### config.mk
export PLATFORM = sky130hd
export DESIGN_NAME = sfr_ctrl
export DESIGN_NICKNAME = d
export VERILOG_FILES = /design/src/sfr_pkg.sv /design/src/sfr_ctrl.sv /design/src/sfr_sync.sv
export SDC_FILE = /design/constraint.sdc
export NUM_CORES = 1
export LEC_CHECK = 0
export ABC_AREA = 1
export BUFFER_PORTS_ARGS = -buffer_cell sky130_fd_sc_hd__buf_2
export CAP_MARGIN = 20
export CORE_MARGIN = 3
export CORE_UTILIZATION = 50
export CTS_CLUSTER_SIZE = 10
export DETAILED_ROUTE_END_ITERATION = 8
export PLACE_DENSITY_LB_ADDON = 0.25
export SYNTH_ARGS = -nofsm -noshare
export SYNTH_HDL_FRONTEND = slang
export SYNTH_HIERARCHICAL = 1
export SYNTH_SLANG_ARGS = --single-unit
### constraint.sdc
create_clock -name clk -period 4.5 [get_ports clk]
set_clock_uncertainty 0.15 [all_clocks]
set_input_delay 0.9 -clock clk [delete_from_list [all_inputs] [get_ports clk]]
set_output_delay 0.9 -clock clk [all_outputs]
set_load 0.01 [all_outputs]
### src/sfr_pkg.sv
package sfr_pkg;
  // ---------------------------------------------------------------
  // timing
  // ---------------------------------------------------------------
  localparam int unsigned CLK_HZ          = 200_000_000;
  localparam int unsigned BLINK_PERIOD_MS = 1000;
  localparam int unsigned FB_RETEST_S     = 15;
  localparam int unsigned BYP_WINDOW_MS   = 300;
  localparam int unsigned BYP_MAX_MS      = 60000;
  localparam int unsigned MS_CYCLES       = CLK_HZ / 1000;
  // half blink period in milliseconds; blink toggles every half period
  localparam int unsigned BLINK_HALF_MS   = BLINK_PERIOD_MS / 2;
  localparam int unsigned FB_RETEST_MS    = FB_RETEST_S * 1000;
  localparam int unsigned MS_CNT_W        = 18;
  localparam int unsigned SLOW_CNT_W      = 17;

  // ---------------------------------------------------------------
  // fault codes and restart states
  // ---------------------------------------------------------------
  typedef enum logic [2:0] {
    SFR_FLT_NONE,
    SFR_FLT_RESTART,
    SFR_FLT_OUTPUT,
    SFR_FLT_FEEDBACK,
    SFR_FLT_BYPASS
  } sfr_fault_t;

  typedef enum logic [1:0] {
    SFR_ST_OFF,
    SFR_ST_WAIT,
    SFR_ST_PRESSED,
    SFR_ST_ON
  } sfr_state_t;
endpackage

### src/sfr_ctrl.sv
`timescale 1ns/1ps
module sfr_ctrl #(
  parameter int unsigned FB_RETEST_MS  = sfr_pkg::FB_RETEST_MS,
  parameter int unsigned BYP_WINDOW_MS = sfr_pkg::BYP_WINDOW_MS,
  parameter int unsigned BYP_MAX_MS    = sfr_pkg::BYP_MAX_MS,
  parameter int unsigned BLINK_HALF_MS = sfr_pkg::BLINK_HALF_MS,
  parameter int unsigned MS_CYCLES     = sfr_pkg::MS_CYCLES
) (
  // clock and reset (reset = power-up)
  input  wire logic       clk,
  input  wire logic       arst_n,
  // configuration and beam state
  input  wire logic       auto_restart,
  input  wire logic       beams_aligned,
  // machine side pins
  input  wire logic       restart_btn,
  input  wire logic       restart_wire_ok,
  input  wire logic [1:0] output_readback,
  input  wire logic       output_short,
  input  wire logic       contactor_feedback_monitor,
  input  wire logic       bypass_req,
  input  wire logic [1:0] bypass_contact,
  input  wire logic [1:0] bypass_contact_nc,
  // safety outputs
  output logic [1:0]      safety_output_pair,
  // indicators
  output logic            fault_led,
  output logic            align_led_low,
  output logic            align_led_mid,
  output logic            align_led_high,
  output logic            bypass_led,
  output logic            wait_restart_led,
  output logic            outputs_active_led
);
  // -----------------------------------------------------------------
  // input synchronisation
  // -----------------------------------------------------------------
  logic [10:0] raw_in;
  logic [10:0] s_in;
  assign raw_in = {auto_restart, beams_aligned, restart_btn, restart_wire_ok,
                   output_readback, output_short, contactor_feedback_monitor,
                   bypass_req, bypass_contact[1], bypass_contact[0]};

  sfr_sync #(.W(11)) u_sync (
    .clk    (clk),
    .arst_n (arst_n),
    .d      (raw_in),
    .q      (s_in)
  );

  logic       s_auto;
  logic       s_aligned;
  logic       s_btn;
  logic       s_wire_ok;
  logic [1:0] s_rdbk;
  logic       s_short;
  logic       s_fb;
  logic       s_byp_req;
  logic [1:0] s_byp;
  logic [1:0] s_byp_nc;
  assign s_auto    = s_in[10];
  assign s_aligned = s_in[9];
  assign s_btn     = s_in[8];
  assign s_wire_ok = s_in[7];
  assign s_rdbk    = s_in[6:5];
  assign s_short   = s_in[4];
  assign s_fb      = s_in[3];
  assign s_byp_req = s_in[2];
  assign s_byp     = s_in[1:0];

  sfr_sync #(.W(2)) u_sync_nc (
    .clk    (clk),
    .arst_n (arst_n),
    .d      (bypass_contact_nc),
    .q      (s_byp_nc)
  );

  // -----------------------------------------------------------------
  // millisecond tick
  // -----------------------------------------------------------------
  logic [sfr_pkg::MS_CNT_W-1:0] ms_cnt_r;
  logic                          ms_tick;
  assign ms_tick = (ms_cnt_r == sfr_pkg::MS_CNT_W'(MS_CYCLES - 1));

  always_ff @(posedge clk or negedge arst_n) begin
    if (!arst_n) ms_cnt_r <= '0;
    else ms_cnt_r <= ms_tick ? '0 : ms_cnt_r + 1'b1;
  end

  // -----------------------------------------------------------------
  // blink generator
  // -----------------------------------------------------------------
  logic [sfr_pkg::SLOW_CNT_W-1:0] blink_cnt_r;
  logic                           blink_r;
  logic                           blink_end;
  assign blink_end = (blink_cnt_r == sfr_pkg::SLOW_CNT_W'(BLINK_HALF_MS - 1));

  always_ff @(posedge clk or negedge arst_n) begin
    if (!arst_n) begin
      blink_cnt_r <= '0;
      blink_r     <= 1'b0;
    end else if (ms_tick) begin
      blink_cnt_r <= blink_end ? '0 : blink_cnt_r + 1'b1;
      if (blink_end) blink_r <= ~blink_r;
    end
  end

  // -----------------------------------------------------------------
  // power-up sampling window: first cycle with valid synced inputs
  // -----------------------------------------------------------------
  logic [1:0] pwr_cnt_r;
  logic       pwr_done;
  assign pwr_done = (pwr_cnt_r == 2'h3);

  always_ff @(posedge clk or negedge arst_n) begin
    if (!arst_n) pwr_cnt_r <= 2'h0;
    else if (!pwr_done) pwr_cnt_r <= pwr_cnt_r + 2'h1;
  end

  // -----------------------------------------------------------------
  // restart state machine
  // -----------------------------------------------------------------
  sfr_pkg::sfr_state_t st_r;
  sfr_pkg::sfr_state_t st_nxt;
  sfr_pkg::sfr_fault_t flt_r;
  logic                locked;
  logic                outs_on;
  assign locked  = (flt_r != sfr_pkg::SFR_FLT_NONE);
  assign outs_on = (st_r == sfr_pkg::SFR_ST_ON);

  // feedback retest timer: auto mode re-examines feedback periodically
  logic [sfr_pkg::SLOW_CNT_W-1:0] retest_cnt_r;
  logic                           retest_due;
  assign retest_due = (retest_cnt_r == sfr_pkg::SLOW_CNT_W'(FB_RETEST_MS - 1)) && ms_tick;

  always_ff @(posedge clk or negedge arst_n) begin
    if (!arst_n) retest_cnt_r <= '0;
    else if (st_r != sfr_pkg::SFR_ST_OFF) retest_cnt_r <= '0;
    else if (ms_tick) retest_cnt_r <= retest_due ? '0 : retest_cnt_r + 1'b1;
  end

  // feedback closed means contactor released, a precondition for auto restart only; the manual path does not test it
  logic ready;
  assign ready = s_aligned && !locked && pwr_done;

  always_comb begin
    st_nxt = st_r;
    unique case (st_r)
      sfr_pkg::SFR_ST_OFF: begin
        if (ready && s_auto && s_fb && retest_due)
          st_nxt = sfr_pkg::SFR_ST_ON;
        else if (ready && !s_auto) st_nxt = sfr_pkg::SFR_ST_WAIT;
      end
      sfr_pkg::SFR_ST_WAIT: begin
        if (!ready || s_auto) st_nxt = sfr_pkg::SFR_ST_OFF;
        else if (s_btn) st_nxt = sfr_pkg::SFR_ST_PRESSED;
      end
      sfr_pkg::SFR_ST_PRESSED: begin
        if (!ready) st_nxt = sfr_pkg::SFR_ST_OFF;
        else if (!s_btn) st_nxt = sfr_pkg::SFR_ST_ON;
      end
      sfr_pkg::SFR_ST_ON: begin
        if (!ready) st_nxt = sfr_pkg::SFR_ST_OFF;
      end
    endcase
  end

  always_ff @(posedge clk or negedge arst_n) begin
    if (!arst_n) st_r <= sfr_pkg::SFR_ST_OFF;
    else st_r <= st_nxt;
  end

  // -----------------------------------------------------------------
  // bypass supervision
  // -----------------------------------------------------------------
  logic [sfr_pkg::SLOW_CNT_W-1:0] skew_cnt_r;
  logic [sfr_pkg::SLOW_CNT_W-1:0] byp_on_cnt_r;
  logic                           one_closed;
  logic                           both_closed;
  logic                           skew_err;
  logic                           maxtime_err;
  logic                           contact_err;
  assign one_closed  = s_byp[0] ^ s_byp[1];
  assign both_closed = &s_byp;
  assign skew_err    = one_closed && ms_tick &&
                       (skew_cnt_r == sfr_pkg::SLOW_CNT_W'(BYP_WINDOW_MS - 1));
  assign maxtime_err = both_closed && ms_tick &&
                       (byp_on_cnt_r == sfr_pkg::SLOW_CNT_W'(BYP_MAX_MS - 1));
  // companion contact must be the inverse of the working one while bypass is requested
  assign contact_err = pwr_done && ((s_byp[0] == s_byp_nc[0]) ||
                                    (s_byp[1] == s_byp_nc[1]));

  always_ff @(posedge clk or negedge arst_n) begin
    if (!arst_n) begin
      skew_cnt_r   <= '0;
      byp_on_cnt_r <= '0;
    end else begin
      if (!one_closed) skew_cnt_r <= '0;
      else if (ms_tick && !skew_err) skew_cnt_r <= skew_cnt_r + 1'b1;
      if (!both_closed) byp_on_cnt_r <= '0;
      else if (ms_tick && !maxtime_err) byp_on_cnt_r <= byp_on_cnt_r + 1'b1;
    end
  end

  // -----------------------------------------------------------------
  // error detection
  // -----------------------------------------------------------------
  logic restart_err;
  logic output_err;
  logic feedback_err;
  logic bypass_err;
  logic first_chk;
  assign first_chk    = (pwr_cnt_r == 2'h2);
  assign restart_err  = (first_chk && s_btn) || (pwr_done && !s_wire_ok);
  // readback is held against the level driven two cycles earlier, the
  // synchroniser delay, so a normal switch-on never looks like a fault;
  // a load slower than that still trips it
  logic [1:0] cmd_d1_r;
  logic [1:0] cmd_d2_r;

  always_ff @(posedge clk or negedge arst_n) begin
    if (!arst_n) begin
      cmd_d1_r <= 2'h0;
      cmd_d2_r <= 2'h0;
    end else begin
      cmd_d1_r <= safety_output_pair;
      cmd_d2_r <= cmd_d1_r;
    end
  end

  assign output_err   = pwr_done && (s_short || (s_rdbk != cmd_d2_r));
  assign feedback_err = outs_on && !s_fb;
  assign bypass_err   = s_byp_req && (skew_err || maxtime_err || contact_err);

  // first fault wins and sticks until power is removed
  always_ff @(posedge clk or negedge arst_n) begin
    if (!arst_n) flt_r <= sfr_pkg::SFR_FLT_NONE;
    else if (!locked) begin
      if (restart_err) flt_r <= sfr_pkg::SFR_FLT_RESTART;
      else if (output_err) flt_r <= sfr_pkg::SFR_FLT_OUTPUT;
      else if (feedback_err) flt_r <= sfr_pkg::SFR_FLT_FEEDBACK;
      else if (bypass_err) flt_r <= sfr_pkg::SFR_FLT_BYPASS;
    end
  end

  // -----------------------------------------------------------------
  // outputs
  // -----------------------------------------------------------------
  logic [1:0] outs_nxt;
  logic       led_fault_nxt;
  logic       led_low_nxt;
  logic       led_mid_nxt;
  logic       led_high_nxt;
  logic       led_byp_nxt;
  logic       led_wait_nxt;
  logic       led_act_nxt;
  assign outs_nxt      = (outs_on && !locked) ? 2'h3 : 2'h0;
  assign led_fault_nxt = locked;
  assign led_low_nxt   = locked ? (flt_r == sfr_pkg::SFR_FLT_RESTART) && blink_r
                                : (s_aligned && !outs_on);
  assign led_mid_nxt   = locked ? (flt_r == sfr_pkg::SFR_FLT_OUTPUT) && blink_r
                                : (s_aligned && !outs_on);
  assign led_high_nxt  = locked ? (flt_r == sfr_pkg::SFR_FLT_FEEDBACK) && blink_r
                                : (s_aligned && !outs_on);
  assign led_byp_nxt   = locked ? (flt_r == sfr_pkg::SFR_FLT_BYPASS) && blink_r
                                : (s_byp_req && both_closed);
  assign led_wait_nxt  = !locked && s_aligned &&
                         (st_r == sfr_pkg::SFR_ST_WAIT ||
                          st_r == sfr_pkg::SFR_ST_PRESSED);
  assign led_act_nxt   = outs_on && !locked;

  always_ff @(posedge clk or negedge arst_n) begin
    if (!arst_n) begin
      safety_output_pair <= 2'h0;
      fault_led          <= 1'b0;
      align_led_low      <= 1'b0;
      align_led_mid      <= 1'b0;
      align_led_high     <= 1'b0;
      bypass_led         <= 1'b0;
      wait_restart_led   <= 1'b0;
      outputs_active_led <= 1'b0;
    end else begin
      safety_output_pair <= outs_nxt;
      fault_led          <= led_fault_nxt;
      align_led_low      <= led_low_nxt;
      align_led_mid      <= led_mid_nxt;
      align_led_high     <= led_high_nxt;
      bypass_led         <= led_byp_nxt;
      wait_restart_led   <= led_wait_nxt;
      outputs_active_led <= led_act_nxt;
    end
  end
endmodule

### src/sfr_sync.sv
`timescale 1ns/1ps
module sfr_sync #(
  parameter int unsigned W = 1
) (
  // clock and reset
  input  wire logic         clk,
  input  wire logic         arst_n,
  // data
  input  wire logic [W-1:0] d,
  output logic      [W-1:0] q
);
  // -----------------------------------------------------------------
  // two-stage synchroniser
  // -----------------------------------------------------------------
  logic [W-1:0] meta_r;

  always_ff @(posedge clk or negedge arst_n) begin
    if (!arst_n) begin
      meta_r <= '0;
      q      <= '0;
    end else begin
      meta_r <= d;
      q      <= meta_r;
    end
  end
endmodule

==> impl_metrics.env, run 1 <==
export IMPL_run_status="completed"
export IMPL_tritoncts_num_sinks=129
export IMPL_hold_path_cell_count=0
export IMPL_summed_negative_setup_slack_over_all_endpoints_ns=0
export IMPL_area_growth_synth_to_final_pct=11.89
export IMPL_fraction_of_the_mapped_netlist_area_in_adder_cells_pct=2.235
export IMPL_place_detailed_hpwl_um=10070
export IMPL_cpPeakStageDelay_ns=0.82
export IMPL_synth_main_ff_cell="dfrtp_1"
export IMPL_timing_limited_maximum_frequency_mhz=402.4
export IMPL_vdd_drop_max_mv=0.2441
export IMPL_cts_tree="yes"
export IMPL_crit_path_end_kind="register"
export IMPL_timing_final_hold_violations=0
export IMPL_placed_area_um2=6963
export IMPL_syn_std_cell_area_um2=6716
export IMPL_route_vias_total=5492
export IMPL_routabilityCongestion=0.9497
export IMPL_worst_hold_slack_ns=0.1969
export IMPL_min_path_type="register to register"
export IMPL_antenna_found_initial=0
export IMPL_grt_setup_unrepaired="false"
export IMPL_worst_setup_hold_path_clk_slew_ns=0.06
export IMPL_critical_path_fanouts_max=25
export IMPL_post_route_drc_violation_count=0
export IMPL_grt_start_max_net_pins=73
export IMPL_synth_lib_cells_used_distinct=44
export IMPL_post_synth_cell_area_avg_um2=8.241
export IMPL_timing_max_transition_violations_final=0
export IMPL_clock_tree_buffer_depth=2
export IMPL_placement_io_buffers=23
export IMPL_grt_overflow=0
export IMPL_worstSkewPairLatency_ns=0.42
export IMPL_cell_count_after_synthesis=815
export IMPL_crit_path_top_delay_cell="ha_1"
export IMPL_antennaDiodeCount=0
export IMPL_die_width_um=121.9
export IMPL_yosysWarningCount=6
export IMPL_synth_simple_gate_area_share_pct=29.51
export IMPL_global_router_s_overall_resource_usage_pct=20.59
export IMPL_synth_edff_count=0
export IMPL_cts_resized=0
export IMPL_drtAntennaViolNets=0
export IMPL_start_util_pct=52.16
export IMPL_cts_root_buf="clkbuf_16"
export IMPL_cpMostUsedCell="nand2_1"
export IMPL_cellLeakagePower_nw=3.430
export IMPL_worstPathRequired_ns=4.65
export IMPL_design_final_nets=874
export IMPL_die_outline_area_um2=14860
export IMPL_max_slew_margin_pct=33.74
export IMPL_placeableCoreArea_um2=12880
export IMPL_floorplan_rows=41
export IMPL_worstPathArrival_ns=2.64
export IMPL_fin_area_um2=7515
export IMPL_worst_slew_pin_transition_ns=0.9939
export IMPL_drt_wl_total_um=14040
export IMPL_min_period_over_period_pct=55.22
export IMPL_number_of_global_route_vias_before_repair=5390
export IMPL_synth_mux_area_fraction_pct=0
export IMPL_cp_cell_sequence="ha_1 -> nand2_1 -> nor3_1 -> nand3_1 -> nand2_4 -> nand2_8 -> nand2_1 -> nand2_1 -> nand2_1 -> nor2_1"
export IMPL_portion_of_the_post_synthesis_area_used_by_sequential_elements_pct=48.06
export IMPL_worst_r2r_path_depth=10
export IMPL_detailed_route_iter0_violations=547
export IMPL_finalWorstPathRequiredPeriod_ns=2.485
export IMPL_wl_per_cell_um=13.61
export IMPL_chipHeight_um=121.9
export IMPL_cp_start_kind="register"
export IMPL_synth_xor_xnor_area_share_pct=3.782
export IMPL_compound_gate_portion_of_the_synthesized_area_pct=8.290
export IMPL_num_io_pins=24
export IMPL_syn_nets=842
export IMPL_synth_top_family_by_area="simple AND/OR/NAND/NOR gates"
export IMPL_post_route_cells_drive_above_1_share_pct=10.58
export IMPL_ctsHtreeMaxLevel=4
export IMPL_path_class="register to register"
export IMPL_synth_async_reset_ratio_pct=100.0
export IMPL_pwr_density_nw_per_um2=354.4
export IMPL_total_power_w=0.002664
export IMPL_cts_setup_buffers=0
export IMPL_setup_viol=0
export IMPL_tritoncts_num_buffers=17
export IMPL_cap_viol_max_count=0
export IMPL_dr_pass1_iters=5
export IMPL_drt_vias_per_instance=5.322
export IMPL_global_route_wire_length_before_repair_um=24450
export IMPL_synth_seq_cells=129
export IMPL_holdBufCountCts=0
==> where the power goes <==
part,internal (W),switching (W)
clock network,0.000745,0.000510
registers,0.00118,0.0000189
logic,0.0000507,0.000155
==> per-stage QoR <==
| step | worst slack, ns | instances | util (%) |
|---|---|---|---|
| after floorplan | 2.680 | 815 | - |
| final | 2.015 | 1032 | 58.36 |
| after global routing | 1.743 | 1032 | 58.36 |
| after detailed placement | 2.021 | 1000 | 54.08 |
| after CTS | 2.014 | 1032 | 58.36 |
| after global placement | 2.133 | 1000 | 54.08 |
==> final timing paths <==
check,startpoint,to,slack (ns)
worst max-delay path,u_sync/q[0],byp_on_cnt_r[11],2.02
worst min-delay path,u_sync/meta_r[8],u_sync/q[8],0.20
worst max register to register,u_sync/q[0],byp_on_cnt_r[11],2.02
worst min register to register,u_sync/meta_r[8],u_sync/q[8],0.20
max in group asynchronous,arst_n,byp_on_cnt_r[6],2.92
min in group asynchronous,arst_n,blink_cnt_r[12],0.47
==> registers in the layout (all words and copies together), names as in the netlist <==
register and flops:
safety_output_pair 1, fault_led 1, blink_r 1, u_sync_nc/q 2
u_sync/q 11, align_led_mid 1, align_led_low 1, bypass_led 1
align_led_high 1, cmd_d1_r 1, flt_r 3, retest_cnt_r 17
cmd_d2_r 1, blink_cnt_r 17, ms_cnt_r 18, byp_on_cnt_r 17
wait_restart_led 1, pwr_cnt_r 2, u_sync/meta_r 11, st_r 2
skew_cnt_r 17, u_sync_nc/meta_r 2
==> Yosys cell counts (3+ instances only) <==
cell / count / area (um^2)
nand2_4: 5 / 56.30
o21a_1: 3 / 22.52
or2_2: 3 / 18.77
xor2_1: 26 / 227.7
nor2_4: 5 / 56.30
dfrtp_1: 129 / 3228
o21ai_1: 4 / 20.02
nand3_1: 62 / 310.3
buf_6: 4 / 45.04
xnor2_1: 3 / 26.28
a21oi_1: 32 / 160.2
o31ai_1: 7 / 52.55
o41ai_1: 4 / 35.03
a31oi_1: 3 / 18.77
nor2_2: 4 / 25.02
nand4_1: 34 / 212.7
nor2_1: 90 / 337.8
nor3_1: 28 / 140.1
inv_1: 115 / 431.7
o21ai_0: 39 / 195.2
nand2_2: 6 / 37.54
ha_1: 12 / 150.1
nand2_1: 165 / 619.3
nor4_1: 5 / 31.28
==> cell type report <==
| class | instances | area, um^2 |
|---|---|---|
| clock buffer | 20 | 466.7 |
| clock inverter | 12 | 85.08 |
| fill | 1109 | 5361 |
| inverter | 117 | 439.2 |
| multi-input combinational | 558 | 2943 |
| sequential | 129 | 3228 |
| tap | 172 | 215.2 |
| timing repair buffer | 24 | 137.6 |
==> per-layer routing <==
metal	GRT usage (%)	wire, um	part of all wire, %
met5	0	0	0
met4	8.543	342	2.4
met3	5.246	548	3.9
met2	33.05	6667	47
met1	26.70	6484	46
==> cells in the final DEF, fill, tap and decap left out, types with 4 or more instances in the layout <==
cell | synthesis | routed
nand2_1 | 165 | 165
dfrtp_1 | 129 | 129
inv_1 | 115 | 115
nor2_1 | 90 | 90
nand3_1 | 62 | 62
o21ai_0 | 39 | 39
nand4_1 | 34 | 34
a21oi_1 | 32 | 32
nor3_1 | 28 | 28
xor2_1 | 26 | 26
buf_2 | 1 | 22
clkbuf_16 | 0 | 17
ha_1 | 12 | 12
o31ai_1 | 7 | 7
clkinvlp_4 | 0 | 7
nand2_2 | 6 | 6
nand2_4 | 5 | 5
nor2_4 | 5 | 5
nor4_1 | 5 | 5
o21ai_1 | 4 | 4
o41ai_1 | 4 | 4
nor2_2 | 4 | 4
==> worst max-delay path: cells and delay by family, from the launching register on <==
family                     cells  cell delay [ns]
DFF                            1             0.36
adders and majority gates      1             0.82
and+or+nand+nor                9             1.04
==> logic make-up (layout without fill, tap and decap cells) <==
group | after synthesis | in the layout
AOI/OAI and AO/OA | 99 | 99
xor gates and xnor gates | 29 | 29
adders and majority gates | 12 | 12
buffers and inverters | 128 | 173
DFF | 129 | 129
and+or+nand+nor | 418 | 418
No activity file was read; power rests on OpenSTA's default activity.
==> inputs of run 2 (changes only) <==
==> constraint.sdc (replaced) <==
create_clock -name clk -period 2.6 [get_ports clk]
set_clock_uncertainty 0.15 [all_clocks]
set_input_delay 0.52 -clock clk [delete_from_list [all_inputs] [get_ports clk]]
set_output_delay 0.52 -clock clk [all_outputs]
set_load 0.01 [all_outputs]
==> run 2 against run 1 <==
  * First-iteration DRC count shrank 13%
  * Core utilization grew 0.32 points
  * Total power grew 72%
  * Critical path depth is the same
  * Hold slack lost 0.13 ns
  * Register-to-register slack lost 1.6 ns
  * Highest routed layer unchanged
  * Non-clock buffer count grew 4
  * Clock power grew 71%
  * Cell area grew 0.55%
  * Largest power group unchanged
==> impl_metrics.env, run 2 (same netlist as run 1, synthesis figures left out) <==
export IMPL_die_outline_area_um2=14860
export IMPL_start_util_pct=52.16
export IMPL_worstPathRequired_ns=2.75
export IMPL_flip_flop_count_of_the_largest_register_all_copies_and_words_added=18
export IMPL_num_io_pins=24
export IMPL_placed_area_um2=6998
export IMPL_grt_overflow=0
export IMPL_path_class="register to register"
export IMPL_route_vias_total=5452
export IMPL_timing_final_hold_violations=0
export IMPL_layout_cells_most_common_list="nand2_1, dfrtp_1, inv_1"
export IMPL_placement_io_buffers=23
export IMPL_placeableCoreArea_um2=12880
export IMPL_share_comb_of_total_power_pct=7.8
export IMPL_grt_start_max_net_pins=48
export IMPL_floorplan_rows=41
export IMPL_drt_vias_per_instance=5.263
export IMPL_antennaDiodeCount=0
export IMPL_worstSkewPairLatency_ns=0.41
export IMPL_routabilityCongestion=0.9395
export IMPL_min_period_over_period_pct=84.90
export IMPL_dpl_cell_count=1003
export IMPL_design_final_nets=878
export IMPL_run_status="completed"
export IMPL_min_path_type="input port to register"
export IMPL_cp_start_kind="register"
export IMPL_die_width_um=121.9
export IMPL_worst_setup_hold_path_clk_slew_ns=0.05
export IMPL_antenna_found_initial=0
export IMPL_post_route_drc_violation_count=0
export IMPL_power_internal_w=0.003462
export IMPL_chipHeight_um=121.9
export IMPL_post_route_cells_drive_above_1_share_pct=10.42
export IMPL_detailed_route_iter0_violations=475
export IMPL_critical_path_fanouts_max=20
export IMPL_summed_negative_setup_slack_over_all_endpoints_ns=0
export IMPL_cellLeakagePower_nw=3.457
export IMPL_wl_per_cell_um=13.46
export IMPL_dr_pass1_iters=5
export IMPL_fin_area_um2=7556
export IMPL_vdd_drop_max_mv=0.5180
export IMPL_crit_path_end_kind="register"
export IMPL_total_power_w=0.004583
export IMPL_setup_viol=0
export IMPL_p_sw_w=0.001121
export IMPL_power_switching_fraction_pct=24.47
export IMPL_drtAntennaViolNets=0
export IMPL_pwr_density_nw_per_um2=606.5
export IMPL_clock_power_share_pct=46.7
export IMPL_global_route_wire_length_before_repair_um=24200
export IMPL_tritoncts_num_sinks=129
export IMPL_largest_register="ms_cnt_r"
export IMPL_grt_setup_unrepaired="false"
export IMPL_worstPathArrival_ns=2.36
export IMPL_cap_viol_max_count=0
export IMPL_place_detailed_hpwl_um=10200
export IMPL_most_common_cell_after_layout_fill_and_taps_aside="nand2_1"
export IMPL_number_of_global_route_vias_before_repair=5358
export IMPL_clock_tree_buffer_depth=2
export IMPL_cts_tree="yes"
export IMPL_worst_slew_pin_transition_ns=0.5835
export IMPL_cts_root_buf="clkbuf_16"
export IMPL_power_sequential_fraction_pct=45.5
export IMPL_area_growth_synth_to_final_pct=12.50
export IMPL_worst_case_register_to_register_setup_slack_ns=0.39
export IMPL_tritoncts_num_buffers=17
export IMPL_ctsHtreeMaxLevel=4
export IMPL_finalWorstPathRequiredPeriod_ns=2.207
export IMPL_cts_resized=0
export IMPL_max_slew_margin_pct=60.80
export IMPL_finish_utilization_pct=58.68
export IMPL_drt_wl_total_um=13950
export IMPL_timing_limited_maximum_frequency_mhz=453.0
export IMPL_timing_max_transition_violations_final=0
export IMPL_layoutNonFillerInstCount=1036
export IMPL_global_router_s_overall_resource_usage_pct=20.55
[run 2: cell count changes in the layout (fill, tap and decap cells not counted)]
| cell | change |
|---|---|
| clkbuf_1 | +4 |
| clkinvlp_4 | -3 |
| buf_4 | +2 |
| clkinv_2 | -2 |
| buf_12 | +1 |
| clkbuf_8 | +1 |
| clkinv_4 | +1 |
| dlygate4sd3_1 | +1 |
| inv_6 | -1 |
[run 2: what timing repair did]
item                                    4_1_cts  5_1_grt
hold endpoints to repair                     39        0
endpoints found under the setup margin        0        0
hold buffers                                  1        0
buffers inserted                              0        0
[run 2: layout make-up]
| cell class | count | area, um^2 |
|---|---|---|
| clock buffers | 25 | 495.5 |
| clock inverters | 7 | 52.55 |
| fillers | 1105 | 5320 |
| inverters | 117 | 439.2 |
| multi-input cells | 558 | 2943 |
| flip-flops and latches | 129 | 3228 |
| well taps | 172 | 215.2 |
| repair buffers | 28 | 182.7 |
[run 2: worst paths after layout]
check / start / end / cells past startpoint
min reg2reg: u_sync/meta_r[0] / u_sync/q[0] / 0
min: auto_restart / u_sync/meta_r[10] / 1
max reg2reg: ms_cnt_r[0] / st_r[1] / 10
max in group asynchronous: arst_n / ms_cnt_r[9] / 3
max: ms_cnt_r[0] / st_r[1] / 10
min in group asynchronous: arst_n / u_sync/q[6] / 2
[run 2: worst max-delay path: stages (launching register included)]
cell	delay [ns]
dfrtp_1	0.37
ha_1	0.22
nand3_1	0.22
nor2_2	0.22
nand2_4	0.12
nand2_2	0.34
nand3_1	0.15
nand2_1	0.13
nand2_1	0.08
nand2_1	0.06
nand2_1	0.04
[run 2: per-layer routing]
layer  up-vias  GRT usage [%]  share of wire [%]
met5         -              0                  0
met3        19          5.246                4.7
li1       2742              -                  -
met1      2562          26.37                 46
met4         0          8.193                1.4
met2       129          33.43                 48
[run 2: stage by stage]
stage	setup WS (ns)	hold slack [ns]
6_report	0.3925	0.06205
5_1_grt	0.1508	0.03760
4_1_cts	0.3795	0.04090
3_5_place_dp	0.3961	0.1878
3_3_place_gp	0.5064	0.1852
2_1_floorplan	0.7796	0.07441
[run 2: power by group through the flow]
stage / sequential, W / combinational [W] / clock [W]
after floorplan: 0.00211 / 0.000273 / 0
final: 0.00208 / 0.000360 / 0.00214
after CTS: 0.00208 / 0.000362 / 0.00219
after detailed placement: 0.00212 / 0.000359 / 0
after global placement: 0.00211 / 0.000348 / 0
after global routing: 0.00209 / 0.000412 / 0.00229
==> inputs of run 3 (changes only) <==
==> constraint.sdc (replaced) <==
create_clock -name clk -period 2.25 [get_ports clk]
set_clock_uncertainty 0.15 [all_clocks]
set_input_delay 0.45 -clock clk [delete_from_list [all_inputs] [get_ports clk]]
set_output_delay 0.45 -clock clk [all_outputs]
set_load 0.01 [all_outputs]
==> run 3 against run 2 <==
  * Total power up 22%
  * Wire length up 2.3%
  * Die area unchanged
  * Clock power up 27%
  * Fmax up 8.8%
  * Combinational power up 29%
  * Setup slack worse by 0.17 ns
  * Count of clock-buffer cells in the layout down 6
  * Cell count up 2.2%
  * Largest power group unchanged
==> impl_metrics.env, run 3 (same netlist as run 1, synthesis figures left out) <==
export IMPL_run_status="completed"
export IMPL_post_route_drc_violation_count=0
export IMPL_total_power_w=0.005580
export IMPL_timing_final_hold_violations=0
export IMPL_global_route_wire_length_before_repair_um=24900
export IMPL_setup_viol=0
export IMPL_worstSkewPairLatency_ns=0.42
export IMPL_cap_viol_max_count=0
export IMPL_finalWorstPathRequiredPeriod_ns=2.029
export IMPL_flip_flop_count_of_the_largest_register_all_copies_and_words_added=18
export IMPL_tritoncts_num_buffers=17
export IMPL_cpPeakStageDelay_ns=0.37
export IMPL_worstPathArrival_ns=2.18
export IMPL_worst_slew_pin_transition_ns=0.5381
export IMPL_placement_io_buffers=23
export IMPL_drtAntennaViolNets=0
export IMPL_dr_pass1_iters=7
export IMPL_ctsHtreeMaxLevel=4
export IMPL_floorplan_rows=41
export IMPL_start_util_pct=52.16
export IMPL_summed_negative_setup_slack_over_all_endpoints_ns=0
export IMPL_layout_cells_most_common_list="nand2_1, dfrtp_1, inv_1"
export IMPL_timing_limited_maximum_frequency_mhz=492.9
export IMPL_clock_tree_buffer_depth=2
export IMPL_post_route_cells_drive_above_1_share_pct=11.95
export IMPL_antennaDiodeCount=0
export IMPL_timing_max_transition_violations_final=0
export IMPL_cellLeakagePower_nw=3.591
export IMPL_critical_path_fanouts_max=7
export IMPL_die_outline_area_um2=14860
export IMPL_min_period_over_period_pct=90.16
export IMPL_area_growth_synth_to_final_pct=16.45
export IMPL_pwr_density_nw_per_um2=713.4
export IMPL_antenna_found_initial=0
export IMPL_crit_path_end_kind="register"
export IMPL_cts_tree="yes"
export IMPL_die_width_um=121.9
export IMPL_chipHeight_um=121.9
export IMPL_number_of_global_route_vias_before_repair=5565
export IMPL_grt_overflow=0
export IMPL_global_router_s_overall_resource_usage_pct=21.04
export IMPL_vdd_drop_max_mv=0.5010
export IMPL_detailed_route_iter0_violations=426
export IMPL_place_detailed_hpwl_um=10030
export IMPL_routabilityCongestion=0.9375
export IMPL_tritoncts_num_sinks=129
export IMPL_num_io_pins=24
export IMPL_most_common_cell_after_layout_fill_and_taps_aside="nand2_1"
export IMPL_max_slew_margin_pct=63.85
export IMPL_worst_setup_hold_path_clk_slew_ns=0.06
export IMPL_route_vias_total=5622
export IMPL_path_class="register to register"
export IMPL_cp_cell_sequence="ha_2 -> nand2_1 -> nor2_4 -> nand4_4 -> nor2_8 -> buf_4 -> nand3_1 -> inv_1 -> nand2_1 -> xor2_1"
export IMPL_min_path_type="register to register"
export IMPL_drt_wl_total_um=14270
export IMPL_placeableCoreArea_um2=12880
export IMPL_design_final_nets=901
export IMPL_grt_start_max_net_pins=50
export IMPL_cp_start_kind="register"
export IMPL_drt_vias_per_instance=5.309
export IMPL_largest_register="ms_cnt_r"
export IMPL_cts_root_buf="clkbuf_16"
export IMPL_worstPathRequired_ns=2.41
export IMPL_crit_path_top_delay_cell="dfrtp_1"
export IMPL_cpMostUsedCell="nand2_1"
export IMPL_wl_per_cell_um=13.47
run 3: cell count changes in the layout (fill, tap and decap cells not counted), moves of 2 or more:
cell | previous run | this run
inv_6 | 0 | 2
dlygate4sd3_1 | 1 | 14
buf_4 | 3 | 13
bufinv_16 | 0 | 2
clkbuf_1 | 4 | 0
clkinv_2 | 1 | 5
clkbuf_8 | 4 | 2
run 3: stage by stage:
stage               hold WS, ns  cell area [um^2]  std cells  setup WS (ns)  util (%)
finish                   0.1971              7821       1059         0.2213     60.74
detailed placement       0.1847              7036       1008        0.09188     54.64
CTS                      0.1978              7764       1054        0.09450     60.30
floorplan              0.004409              6716        815         0.4296         -
global route             0.2062              7821       1059    -0.00002376     60.74
global placement         0.1862              7036       1008         0.1990     54.64
run 3: worst paths after layout:
check                            start              end  slack (ns)  cells past startpoint
max in group asynchronous       arst_n  retest_cnt_r[5]        0.95                      3
min in group asynchronous       arst_n  blink_cnt_r[11]        0.39                      2
setup reg to reg           ms_cnt_r[0]  blink_cnt_r[13]        0.22                     10
hold reg to reg            cmd_d1_r[0]      cmd_d2_r[0]        0.20                      0
hold / removal             cmd_d1_r[0]      cmd_d2_r[0]        0.20                      0
setup / recovery           ms_cnt_r[0]  blink_cnt_r[13]        0.22                     10
run 3: cell type report:
class | count | area (um^2)
multi-input combinational | 558 | 2959
inverter | 117 | 442.9
clock inverter | 13 | 135.1
timing repair buffer | 51 | 387.9
tap | 172 | 215.2
sequential | 129 | 3228
clock buffer | 19 | 452.9
fill | 1093 | 5055
run 3: report_power, final:
| group | switching, W | internal [W] | leakage [nW] |
|---|---|---|---|
| clock network | 0.00103 | 0.00169 | 0.289 |
| logic | 0.000320 | 0.000143 | 1.60 |
| registers | 0.0000353 | 0.00237 | 1.70 |
| total | 0.00138 | 0.00420 | 3.59 |
run 3: critical path: cells and delay by family, from the launching register on:
family	cells	cell delay [ns]
xor+xnor	1	0.14
fa+ha+maj	1	0.21
buf+inv	2	0.28
flops	1	0.37
simple gates	6	0.77
run 3: layer usage:
metal / GRT usage [%] / routed length [um]
met5: 0 / 0
met4: 7.493 / 272
met3: 5.803 / 724
met2: 34.53 / 6862
met1: 26.87 / 6410
run 3: what timing repair did:
action,CTS,global route
hold endpoints to repair,46,0
gates resized for setup,0,4
setup buffers,0,5
endpoints found under the setup margin,0,22
hold buffers,14,0
